===== src/design/pmev_pkg.sv =====
// pmev_pkg: constants, register map and types of the pm event block.
// assumes a 100 MHz clock and word wide accesses to the i/o window.
// How it works
// [RULE1] held button past four seconds forces soft off
// [RULE2] pending resume flag wakes right after override
// [RULE3] no power good, no override detection
// [RULE4] override flag hardware set, write one clears
// [RULE5] alarm flag set by gated alarm only
// [RULE6] alarm gate sits at enable bit ten
// [RULE7] route select set sends events to sci
// [RULE8] route select clear sends events to smi
// [RULE9] release and overflow sci ignore route select
// [RULE10] long thermal alert throttles even in stop grant
// [RULE11] thermal release restores previous clock state
// [RULE12] burst event reloads timer, full clock runs
// [RULE13] burst expiry returns to clock control
// [RULE14] two burst timers, fast and slow
// [RULE15] software keeps burst events enabled during bursts
// [RULE16] long intervals counted on free slow timebase
package pmev_pkg;
   // ****************************************************************
   // register map
   // ****************************************************************
   localparam logic [2:0]  PMEV_OFS_STATUS  = 3'h0;
   localparam logic [2:0]  PMEV_OFS_ENABLE  = 3'h2;
   localparam logic [2:0]  PMEV_OFS_CONTROL = 3'h4;
   localparam logic [15:0] PMEV_RST_STATUS  = 16'h0000;
   localparam logic [15:0] PMEV_RST_ENABLE  = 16'h0000;
   localparam logic [15:0] PMEV_RST_CONTROL = 16'h0000;
   // status and enable share bit positions
   localparam int PMEV_BIT_TMROF = 0;
   localparam int PMEV_BIT_RLS   = 5;
   localparam int PMEV_BIT_BTN   = 8;
   localparam int PMEV_BIT_ALARM = 10;
   localparam int PMEV_BIT_OVR   = 11;
   localparam int PMEV_BIT_LID   = 12;
   localparam int PMEV_BIT_THERM = 13;
   localparam int PMEV_BIT_GPI   = 14;
   localparam logic [15:0] PMEV_STATUS_MASK  = 16'h7d21;
   localparam logic [15:0] PMEV_ENABLE_MASK  = 16'h7521;
   localparam int PMEV_CTL_SCI     = 0;
   localparam int PMEV_CTL_OVR_EN  = 1;
   localparam int PMEV_CTL_FAST_EN = 2;
   localparam int PMEV_CTL_SLOW_EN = 3;
   localparam int PMEV_CTL_CLKCTL  = 4;
   localparam logic [15:0] PMEV_CONTROL_MASK = 16'h001f;
   // ****************************************************************
   // timing
   // ****************************************************************
   localparam int PMEV_CLOCK_PERIOD_NS = 10;
   localparam int PMEV_SLOW_TICK_US    = 1000;
   localparam int PMEV_SLOW_DIV_CYCLES =
      PMEV_SLOW_TICK_US * 1000 / PMEV_CLOCK_PERIOD_NS;
   localparam int PMEV_OVERRIDE_TIME_MS = 4000;
   localparam int PMEV_OVR_TICKS =
      PMEV_OVERRIDE_TIME_MS * 1000 / PMEV_SLOW_TICK_US;
   localparam int PMEV_THERM_TIME_MS = 2000;
   localparam int PMEV_THERM_TICKS =
      PMEV_THERM_TIME_MS * 1000 / PMEV_SLOW_TICK_US;
   localparam int PMEV_BURST_W          = 8;
   localparam int PMEV_FAST_BURST_TICKS = 4;
   localparam int PMEV_SLOW_BURST_TICKS = 32;
   typedef enum logic {PMEV_RUN, PMEV_SOFT_OFF} pmev_power_e;
endpackage : pmev_pkg


===== src/design/pmev_burst_if.sv =====
// pmev_burst_if: load, tick and state lines between control and timer.
// assumes both ends share i_clock.
`timescale 1ns/1ps
interface pmev_burst_if #(parameter int W = 8);
   logic         load;
   logic [W-1:0] reload;
   logic         tick;
   logic         busy;
   logic         expire;
   modport ctrl  (output load, reload, tick, input busy, expire);
   modport timer (input load, reload, tick, output busy, expire);
endinterface : pmev_burst_if


===== src/design/pmev_burst_timer.sv =====
// pmev_burst_timer: reloadable down counter on the slow tick.
// assumes load and tick are single cycle pulses on i_clock.
`timescale 1ns/1ps
module pmev_burst_timer (
   input  wire logic   i_clock,   // system clock
   input  wire logic   i_arst_n,  // async reset, active low
   pmev_burst_if.timer bus        // load and status lines
);
   localparam int W = $bits(bus.reload);
   logic [W-1:0] count_q;
   logic         expire_q;
   wire          last = bus.tick && (count_q == W'(1));

   // a reload mid-burst restarts the count
   always_ff @(posedge i_clock or negedge i_arst_n) begin
      if (!i_arst_n) begin
         count_q  <= '0;
         expire_q <= 1'b0;
      end else begin
         expire_q <= last && !bus.load;                 // see [RULE13]
         if (bus.load) begin
            count_q <= bus.reload;                      // see [RULE12]
         end else if (bus.tick && count_q != '0) begin
            count_q <= count_q - W'(1);                 // see [RULE12]
         end
      end
   end

   assign bus.busy   = (count_q != '0);
   assign bus.expire = expire_q;
endmodule : pmev_burst_timer


===== src/design/pmev_top.sv =====
// pmev_top: pm status, enables, control, override, thermal, bursts.
// assumes word accesses at even offsets and pins async to i_clock.
`timescale 1ns/1ps
module pmev_top #(
   parameter int unsigned SLOW_DIV    = pmev_pkg::PMEV_SLOW_DIV_CYCLES,
   parameter int unsigned OVR_TICKS   = pmev_pkg::PMEV_OVR_TICKS,
   parameter int unsigned THERM_TICKS = pmev_pkg::PMEV_THERM_TICKS
) (
   input  wire logic        i_clock,               // 100 MHz clock
   input  wire logic        i_arst_n,              // async reset, low
   input  wire logic        i_io_sel,              // window selected
   input  wire logic        i_io_wr,               // write strobe
   input  wire logic        i_io_rd,               // read strobe
   input  wire logic [2:0]  i_io_addr,             // byte offset
   input  wire logic [15:0] i_io_wdata,            // write data
   output logic      [15:0] o_io_rdata,            // read data
   input  wire logic        i_power_button_n,      // button pin
   input  wire logic        i_lid_input,           // lid pin
   input  wire logic        i_thermal_alert_n,     // thermal pin
   input  wire logic        i_general_input_one_n, // gp input pin
   input  wire logic        i_power_good,          // power good pin
   input  wire logic        i_rtc_irq8,            // rtc alarm level
   input  wire logic        i_firmware_release,    // release pulse
   input  wire logic        i_pm_timer_overflow,   // overflow pulse
   input  wire logic        i_fast_burst_event,    // fast burst pulse
   input  wire logic        i_slow_burst_event,    // slow burst pulse
   output logic             o_sci,                 // sci to host
   output logic             o_smi,                 // smi to host
   output logic             o_soft_off,            // soft off state
   output logic             o_clock_stop_request_n // clock stop, low
);
   // ****************************************************************
   // pin synchronisers
   // ****************************************************************
   localparam int NSYNC = 5;
   wire  [NSYNC-1:0] sync2_q, prev_q;
   wire  [NSYNC-1:0] pins = {i_power_good, i_general_input_one_n,
                             i_thermal_alert_n, i_lid_input,
                             i_power_button_n};
   genvar gi;
   generate
      for (gi = 0; gi < NSYNC; gi++) begin : g_sync
         // flops kept local so that each bit has one process of its own
         logic meta_q, stable_q, last_q;
         always_ff @(posedge i_clock or negedge i_arst_n) begin
            if (!i_arst_n) begin
               meta_q   <= 1'b0;
               stable_q <= 1'b0;
               last_q   <= 1'b0;
            end else begin
               meta_q   <= pins[gi];
               stable_q <= meta_q;
               last_q   <= stable_q;
            end
         end
         assign sync2_q[gi] = stable_q;
         assign prev_q[gi]  = last_q;
      end
   endgenerate
   // reset state of the sync flops reads as "pressed"; masked by the
   // power good gate, which also comes up low
   wire btn_held   = !sync2_q[0];
   wire btn_press  = !sync2_q[0] && prev_q[0];
   wire lid_change = sync2_q[1] ^ prev_q[1];
   wire therm_held = !sync2_q[2];
   wire therm_fall = !sync2_q[2] && prev_q[2];
   wire gpi_fall   = !sync2_q[3] && prev_q[3];
   wire pwr_good   = sync2_q[4];

   // ****************************************************************
   // slow timebase, free running in every state
   // ****************************************************************
   logic [31:0] div_q;
   logic        slow_tick_q;
   logic        phase_q;
   always_ff @(posedge i_clock or negedge i_arst_n) begin
      if (!i_arst_n) begin
         div_q       <= '0;
         slow_tick_q <= 1'b0;
         phase_q     <= 1'b0;
      end else begin
         slow_tick_q <= (div_q == 32'(SLOW_DIV - 1));      // see [RULE16]
         div_q       <= (div_q == 32'(SLOW_DIV - 1)) ? '0 : div_q + 32'h1;
         if (slow_tick_q) phase_q <= !phase_q;
      end
   end

   // ****************************************************************
   // registers
   // ****************************************************************
   logic [15:0] status_q, status_d, enable_q, control_q;
   pmev_pkg::pmev_power_e power_q, power_d;
   wire wr_any  = i_io_sel && i_io_wr;
   wire wr_stat = wr_any && (i_io_addr == pmev_pkg::PMEV_OFS_STATUS);
   wire wr_en   = wr_any && (i_io_addr == pmev_pkg::PMEV_OFS_ENABLE);
   wire wr_ctl  = wr_any && (i_io_addr == pmev_pkg::PMEV_OFS_CONTROL);
   wire sci_sel = control_q[pmev_pkg::PMEV_CTL_SCI];

   // ****************************************************************
   // power button override
   // ****************************************************************
   logic [15:0] ovr_cnt_q;
   wire ovr_arm  = pwr_good && btn_held                 // see [RULE3]
                && control_q[pmev_pkg::PMEV_CTL_OVR_EN]
                && (power_q == pmev_pkg::PMEV_RUN);
   wire ovr_fire = ovr_arm && slow_tick_q               // see [RULE1]
                && (ovr_cnt_q == 16'(OVR_TICKS));
   always_ff @(posedge i_clock or negedge i_arst_n) begin
      if (!i_arst_n) ovr_cnt_q <= '0;
      else if (!ovr_arm || ovr_fire) ovr_cnt_q <= '0;   // see [RULE3]
      else if (slow_tick_q) ovr_cnt_q <= ovr_cnt_q + 16'h1;
   end

   wire resume_pend = status_q[pmev_pkg::PMEV_BIT_ALARM]
                   || status_q[pmev_pkg::PMEV_BIT_LID]
                   || status_q[pmev_pkg::PMEV_BIT_GPI];
   always_comb begin
      power_d = power_q;
      unique case (power_q)
         pmev_pkg::PMEV_RUN:
            if (ovr_fire) power_d = pmev_pkg::PMEV_SOFT_OFF; // see [RULE1]
         pmev_pkg::PMEV_SOFT_OFF:
            if (resume_pend) power_d = pmev_pkg::PMEV_RUN;   // see [RULE2]
      endcase
   end

   // ****************************************************************
   // status flags: hardware set beats a write-one clear
   // ****************************************************************
   logic [15:0] set_v, clr_v;
   always_comb begin
      set_v = '0;
      set_v[pmev_pkg::PMEV_BIT_TMROF] = i_pm_timer_overflow;
      set_v[pmev_pkg::PMEV_BIT_RLS]   = i_firmware_release;
      set_v[pmev_pkg::PMEV_BIT_BTN]   = btn_press && pwr_good;
      set_v[pmev_pkg::PMEV_BIT_ALARM] = i_rtc_irq8             // see [RULE5]
                                     && enable_q[pmev_pkg::PMEV_BIT_ALARM];
      set_v[pmev_pkg::PMEV_BIT_OVR]   = ovr_fire;              // see [RULE4]
      set_v[pmev_pkg::PMEV_BIT_LID]   = lid_change;
      set_v[pmev_pkg::PMEV_BIT_THERM] = therm_fall;
      set_v[pmev_pkg::PMEV_BIT_GPI]   = gpi_fall;
      clr_v = wr_stat ? i_io_wdata : 16'h0000;                 // see [RULE4]
      // override clears the press flag; the press itself is long past
      clr_v[pmev_pkg::PMEV_BIT_BTN] = clr_v[pmev_pkg::PMEV_BIT_BTN]
                                   || ovr_fire;                // see [RULE1]
      status_d = ((status_q & ~clr_v) | set_v) & pmev_pkg::PMEV_STATUS_MASK;
      if (ovr_fire) status_d[pmev_pkg::PMEV_BIT_BTN] = 1'b0;
   end

   // ****************************************************************
   // sci / smi routing
   // ****************************************************************
   wire [15:0] active = status_q & enable_q;
   wire routed = active[pmev_pkg::PMEV_BIT_BTN]
              || active[pmev_pkg::PMEV_BIT_LID]
              || active[pmev_pkg::PMEV_BIT_THERM]
              || active[pmev_pkg::PMEV_BIT_GPI];
   wire fixed_sci = active[pmev_pkg::PMEV_BIT_RLS]          // see [RULE9]
                 || active[pmev_pkg::PMEV_BIT_TMROF];
   wire sci_d = (sci_sel && routed) || fixed_sci;           // see [RULE7]
   wire smi_d = !sci_sel && routed;                         // see [RULE8]

   // ****************************************************************
   // thermal throttle and burst timers
   // ****************************************************************
   logic [15:0] therm_cnt_q;
   logic        throttle_q, full_q, stop_n_q;
   wire therm_fire = therm_held && slow_tick_q && !throttle_q
                  && (therm_cnt_q == 16'(THERM_TICKS));     // see [RULE10]
   always_ff @(posedge i_clock or negedge i_arst_n) begin
      if (!i_arst_n) begin
         therm_cnt_q <= '0;
         throttle_q  <= 1'b0;
      end else begin
         if (!therm_held) therm_cnt_q <= '0;
         else if (slow_tick_q && !throttle_q)
            therm_cnt_q <= therm_cnt_q + 16'h1;
         if (!therm_held) throttle_q <= 1'b0;               // see [RULE11]
         else if (therm_fire) throttle_q <= 1'b1;           // see [RULE10]
      end
   end

   localparam int BW = pmev_pkg::PMEV_BURST_W;
   pmev_burst_if #(.W(BW)) bif[2] ();
   wire [1:0] burst_evt = {
      i_slow_burst_event && control_q[pmev_pkg::PMEV_CTL_SLOW_EN],
      i_fast_burst_event && control_q[pmev_pkg::PMEV_CTL_FAST_EN]};
   localparam logic [BW-1:0] RELOAD [2] = '{
      BW'(pmev_pkg::PMEV_FAST_BURST_TICKS),
      BW'(pmev_pkg::PMEV_SLOW_BURST_TICKS)};
   logic [1:0] b_busy, b_exp;
   generate
      for (gi = 0; gi < 2; gi++) begin : g_burst           // see [RULE14]
         assign bif[gi].load   = burst_evt[gi];             // see [RULE12]
         assign bif[gi].reload = RELOAD[gi];
         assign bif[gi].tick   = slow_tick_q;
         assign b_busy[gi]     = bif[gi].busy;
         assign b_exp[gi]      = bif[gi].expire;
         pmev_burst_timer u_timer (
            .i_clock  (i_clock),
            .i_arst_n (i_arst_n),
            .bus      (bif[gi])
         );
      end
   endgenerate
   // disabling burst events mid-burst leaves the clock controlled for
   // good once the count runs out; software must not do it (see [RULE15])
   wire full_d = (|burst_evt)
              || (full_q && !((|b_exp) && !(|b_busy)));     // see [RULE13]
   wire stop_d = throttle_q ? phase_q                       // see [RULE10]
               : !(control_q[pmev_pkg::PMEV_CTL_CLKCTL] && !full_q);

   // ****************************************************************
   // state and read port
   // ****************************************************************
   wire [15:0] rd_mux =
      (i_io_addr == pmev_pkg::PMEV_OFS_STATUS)  ? status_q  :
      (i_io_addr == pmev_pkg::PMEV_OFS_ENABLE)  ? enable_q  :
      (i_io_addr == pmev_pkg::PMEV_OFS_CONTROL) ? control_q : 16'h0000;
   always_ff @(posedge i_clock or negedge i_arst_n) begin
      if (!i_arst_n) begin
         status_q   <= pmev_pkg::PMEV_RST_STATUS;
         enable_q   <= pmev_pkg::PMEV_RST_ENABLE;
         control_q  <= pmev_pkg::PMEV_RST_CONTROL;
         power_q    <= pmev_pkg::PMEV_RUN;
         full_q     <= 1'b0;
         stop_n_q   <= 1'b1;
         o_sci      <= 1'b0;
         o_smi      <= 1'b0;
         o_io_rdata <= 16'h0000;
      end else begin
         status_q <= status_d;
         if (wr_en)                                         // see [RULE6]
            enable_q <= i_io_wdata & pmev_pkg::PMEV_ENABLE_MASK;
         if (wr_ctl)
            control_q <= i_io_wdata & pmev_pkg::PMEV_CONTROL_MASK;
         power_q  <= power_d;
         full_q   <= full_d;
         stop_n_q <= stop_d;                                // see [RULE11]
         o_sci    <= sci_d;
         o_smi    <= smi_d;
         if (i_io_sel && i_io_rd) o_io_rdata <= rd_mux;
      end
   end
   assign o_soft_off             = (power_q == pmev_pkg::PMEV_SOFT_OFF);
   assign o_clock_stop_request_n = stop_n_q;
endmodule : pmev_top


===== config.mk =====
export PLATFORM = sky130hd
export DESIGN_NAME = pmev_top
export DESIGN_NICKNAME = d
export VERILOG_FILES = /design/src/design/pmev_pkg.sv /design/src/design/pmev_burst_if.sv /design/src/design/pmev_burst_timer.sv /design/src/design/pmev_top.sv
export SDC_FILE = /design/constraint.sdc
export NUM_CORES = 1
export LEC_CHECK = 0
export BUFFER_PORTS_ARGS = -buffer_cell sky130_fd_sc_hd__buf_2
export CELL_PAD_IN_SITES_DETAIL_PLACEMENT = 1
export CELL_PAD_IN_SITES_GLOBAL_PLACEMENT = 1
export CORE_ASPECT_RATIO = 1.25
export CORE_MARGIN = 5
export CORE_UTILIZATION = 47
export CTS_CLUSTER_SIZE = 14
export DETAILED_ROUTE_END_ITERATION = 12
export GPL_TIMING_DRIVEN = 0
export HOLD_SLACK_MARGIN = 0.03
export MAX_ROUTING_LAYER = met4
export PLACE_DENSITY = 0.76
export RECOVER_POWER = 100
export SETUP_SLACK_MARGIN = 0.4
export SLEW_MARGIN = 20
export SYNTH_ARGS = -nofsm -noshare
export SYNTH_HDL_FRONTEND = slang
export SYNTH_SLANG_ARGS = --single-unit

===== constraint.sdc =====
create_clock -name i_clock -period 2 [get_ports i_clock]
set_input_delay 0.2 -clock i_clock [delete_from_list [all_inputs] [get_ports i_clock]]
set_output_delay 0.2 -clock i_clock [all_outputs]
set_load 0.1 [all_outputs]

==> impl_metrics.toml <==
[status]
result_of_the_run = "complete, no violations"

[critical_path]
type_of_element_launching_the_critical_path = "flip-flop"
timing.critical_path.fanout_max = 3
critical_path.max_stage_delay_ps = 540
crit_chain = "or4_4 > clkbuf_1 > o21ai_0 > a21boi_2 > nor2_1"
end_kind = "flip-flop"
timing_worst_setup_path_type = "reg2reg"
worst_ep_arrival_time_ps = 2290
worst_ep_required_time_ps = 2290
crit_path_top_delay_cell = "sky130_fd_sc_hd__or4_4"

[pwr]
ir_worst_vdd_v = 0.000636
power_density_mw_per_mm2 = 855
power.total_uw = 7100
static-leakage-power_uw = 0.00362

[global_routing]
first_global_vias = 5645
number_of_antenna_violations_at_the_first_check_in_global_routing = 0
grt_first_pass_wirelength_mm = 28.8
grt_use_total = 0.234
global_route.overflow_total = 0
maximum_number_of_pins_on_one_net_before_global_route_repair = 83

[timing]
max_freq_ghz = 0.501
post-route-worst-setup-slack_ps = 4.57
final.period_utilization = 0.998
finClkSkew_ps = 9.01
period_minus_slack_ps = 2000
rsz0062_at_grt = "true"
report.final.hold_viol_count = 0
report.final.slew_viol_count = 0
finalSetupViolCount = 0
holdWs_ps = 35.2
worstMarginPinSlew_ps = 843
slew_headroom = 0.434

[synthesis]
synth.cells.most_frequent = "135 x sky130_fd_sc_hd__dfrtp_1, 61 x sky130_fd_sc_hd__nor2_1, 50 x sky130_fd_sc_hd__nand2_1"
area_share_of_fa_ha_maj_cells_after_synthesis = 0.0220
yosysTopAreaCellShare = 0.541
asyncSetResetFlopFracSynth = 1.00
synth-seq-cells = 136
ys_flop_type = "sky130_fd_sc_hd__dfrtp_1"
synth_top_family_by_area = "simple AND/OR/NAND/NOR gates"
netlist-cell-type-count = 60
synth.mux.area_fraction = 0.0331
synth-compound-area-share = 0.0759
synth-xor-area-share = 0.0827
post_synth_and_or_nand_nor_area_fraction = 0.214
post_synth_inst_count = 579
synthMostInstantiatedCell = "sky130_fd_sc_hd__dfrtp_1"
synth_area_leaders = "sky130_fd_sc_hd__dfrtp_1 54%, sky130_fd_sc_hd__xnor2_1 4.9%, sky130_fd_sc_hd__nor2_1 3.7%"
synth_edf_count = 0
synth_area_per_cell_sq_um = 10.8
netlist.top_cell.by_area = "sky130_fd_sc_hd__dfrtp_1"
synthesis.area_sq_mm = 0.00624
ys_warn_count = 0
ys_seq_area_frac = 0.545

[detailed_routing]
routed.top_layer = "met4"
initialDrtViolationCount = 333
dr_wl_met2_mm = 11.1
route.vias.total = 5108
post_dr_wirelength_cell_microns = 22.1
met3_length_microns = 639
wl_met1_mm = 7.70
drc_errors = 0
post_drt_via_cell_ratio = 5.67
drt.antenna.violating_nets = 0
dr.pass1.iters = 5
detail_route.wirelength_mm = 19.9

[placed_design]
portBuffers = 45
worst_setup_timing_slack_at_the_placement_stage_ps = -23.8
dp_hpwl_mm = 10.0
place_congestion = 0.821

[clocking]
clock_transition_time_at_the_flip_flop_clock_pins_of_the_worst_setup_and_hold_paths_ps = 60
cts_root_buf = "sky130_fd_sc_hd__clkbuf_16"
cts.htree.levels = 4
clk_latency_ps = 420
numClockSinks = 136
clk_path_buf_depth = 2
cts-buffers-inserted = 17
tritoncts_clock_tree = "built"

[floorplanning]
die-area_sq_mm = 0.0157
die_h_microns = 139
fp.dieW_microns = 113
starting_utilization_of_the_core_area = 0.474
std_cell_rows = 47
area_of_the_core_sq_mm = 0.0132
io_pins = 54

[finish]
drive_gt1_frac = 0.305
layout-area-overhead-vs-synth_pct = 33.0
finish.utilization = 0.631
n_antenna_cell = 0
layout.nets = 762

[min_path]
worst_hold_check_path_type = "in2reg"

[job]
max_cap_viol_count = 0
-- critical path, delay by kind of cell (launching register included) --
family	cells	cell delay (ps)
buffers and inverters	1	180
and+or+nand+nor	2	620
AOI/OAI and AO/OA	2	680
DFF	1	380
-- per-stage QoR --
stage	cells	area, sq um	TNS [ps]
final	901	8310	0
after global routing	901	8310	-35.3
after CTS	882	8100	0
after detailed placement	799	6750	-25.6
after global placement	798	6710	-150100
after floorplan	582	6270	0
-- area by class of cell --
| type | count | area, sq um |
|---|---|---|
| clock inverters | 11 | 170 |
| repair buffers | 116 | 816 |
| flip-flops and latches | 136 | 3420 |
| fillers | 1394 | 4870 |
| inverters | 17 | 63.8 |
| multi-input cells | 408 | 3010 |
| plain buffers | 21 | 140 |
| well taps | 171 | 214 |
| clock buffers | 21 | 470 |
-- sequential cells by signal, summed over array words and instances, names as in the netlist --
name	flops
o_clock_stop_request_n	1
status_q	8
o_io_rdata	12
g_sync.last_q	4
o_sci	1
bif.tick	1
full_q	1
div_q	32
ovr_cnt_q	16
enable_q	7
control_q	5
g_sync.stable_q	5
g_sync.meta_q	5
g_burst.u_timer.count_q	16
therm_cnt_q	16
g_burst.u_timer.bus.expire	2
phase_q	1
throttle_q	1
o_smi	1
o_soft_off	1
-- final timing paths --
path / endpoint / slack [ps] / from / depth (start not counted)
max in group asynchronous: therm_cnt_q[4] / 570 / i_arst_n / 3
hold / removal: control_q[3] / 40 / i_io_wdata[3] / 2
setup reg to reg: g_burst[1].u_timer.count_q[7] / 5 / g_burst[1].u_timer.count_q[6] / 5
hold reg to reg: g_sync[2].stable_q / 360 / g_sync[2].meta_q / 0
min in group asynchronous: o_io_rdata[8] / 280 / i_arst_n / 2
setup / recovery: g_burst[1].u_timer.count_q[7] / 5 / g_burst[1].u_timer.count_q[6] / 5
-- where the power goes --
part           switching (uW)  leakage (uW)  internal, uW
Clock                    1270      0.000306          2190
Sequential               89.7       0.00175          2860
Combinational             499       0.00156           194
-- timing repair --
item	in CTS	in global routing
pin swaps	31	23
resized for setup	66	70
hold buffers	14	0
endpoints found under the setup margin	73	69
gates cloned	1	1
hold endpoints to repair	67	0
buffers inserted	36	18
-- layout by cell type, fill, tap and decap left out, drive strengths merged, types with 5 or more instances in the layout --
cell type	instances
dfrtp	135
buf	75
clkbuf	69
nor2	61
nand2	50
xnor2	35
nand3	29
nand4	25
xor2	24
o21ai	21
inv	18
a21oi	15
dlygate4sd3	14
mux2	13
nor4	12
ha	11
and3	9
nor2b	8
a22oi	8
and4	8
or3	7
nor3	6
mux2i	6
and2	5
or4	5
-- layer usage --
layer  GRT usage  vias to the layer above
li1            -                     2318
met4      0.0715                        0
met3      0.0458                       31
met5           -                        -
met1       0.254                     2651
met2       0.427                      108
-- cells by family after synthesis --
logic type      count (synthesis)
xor+xnor                       59
fa+ha+maj                      11
simple gates                  244
buf+inv                        38
mux                            19
other cells                     1
flops                         136
compound gates                 71
Note: power is estimated with default switching activity, not from simulation.
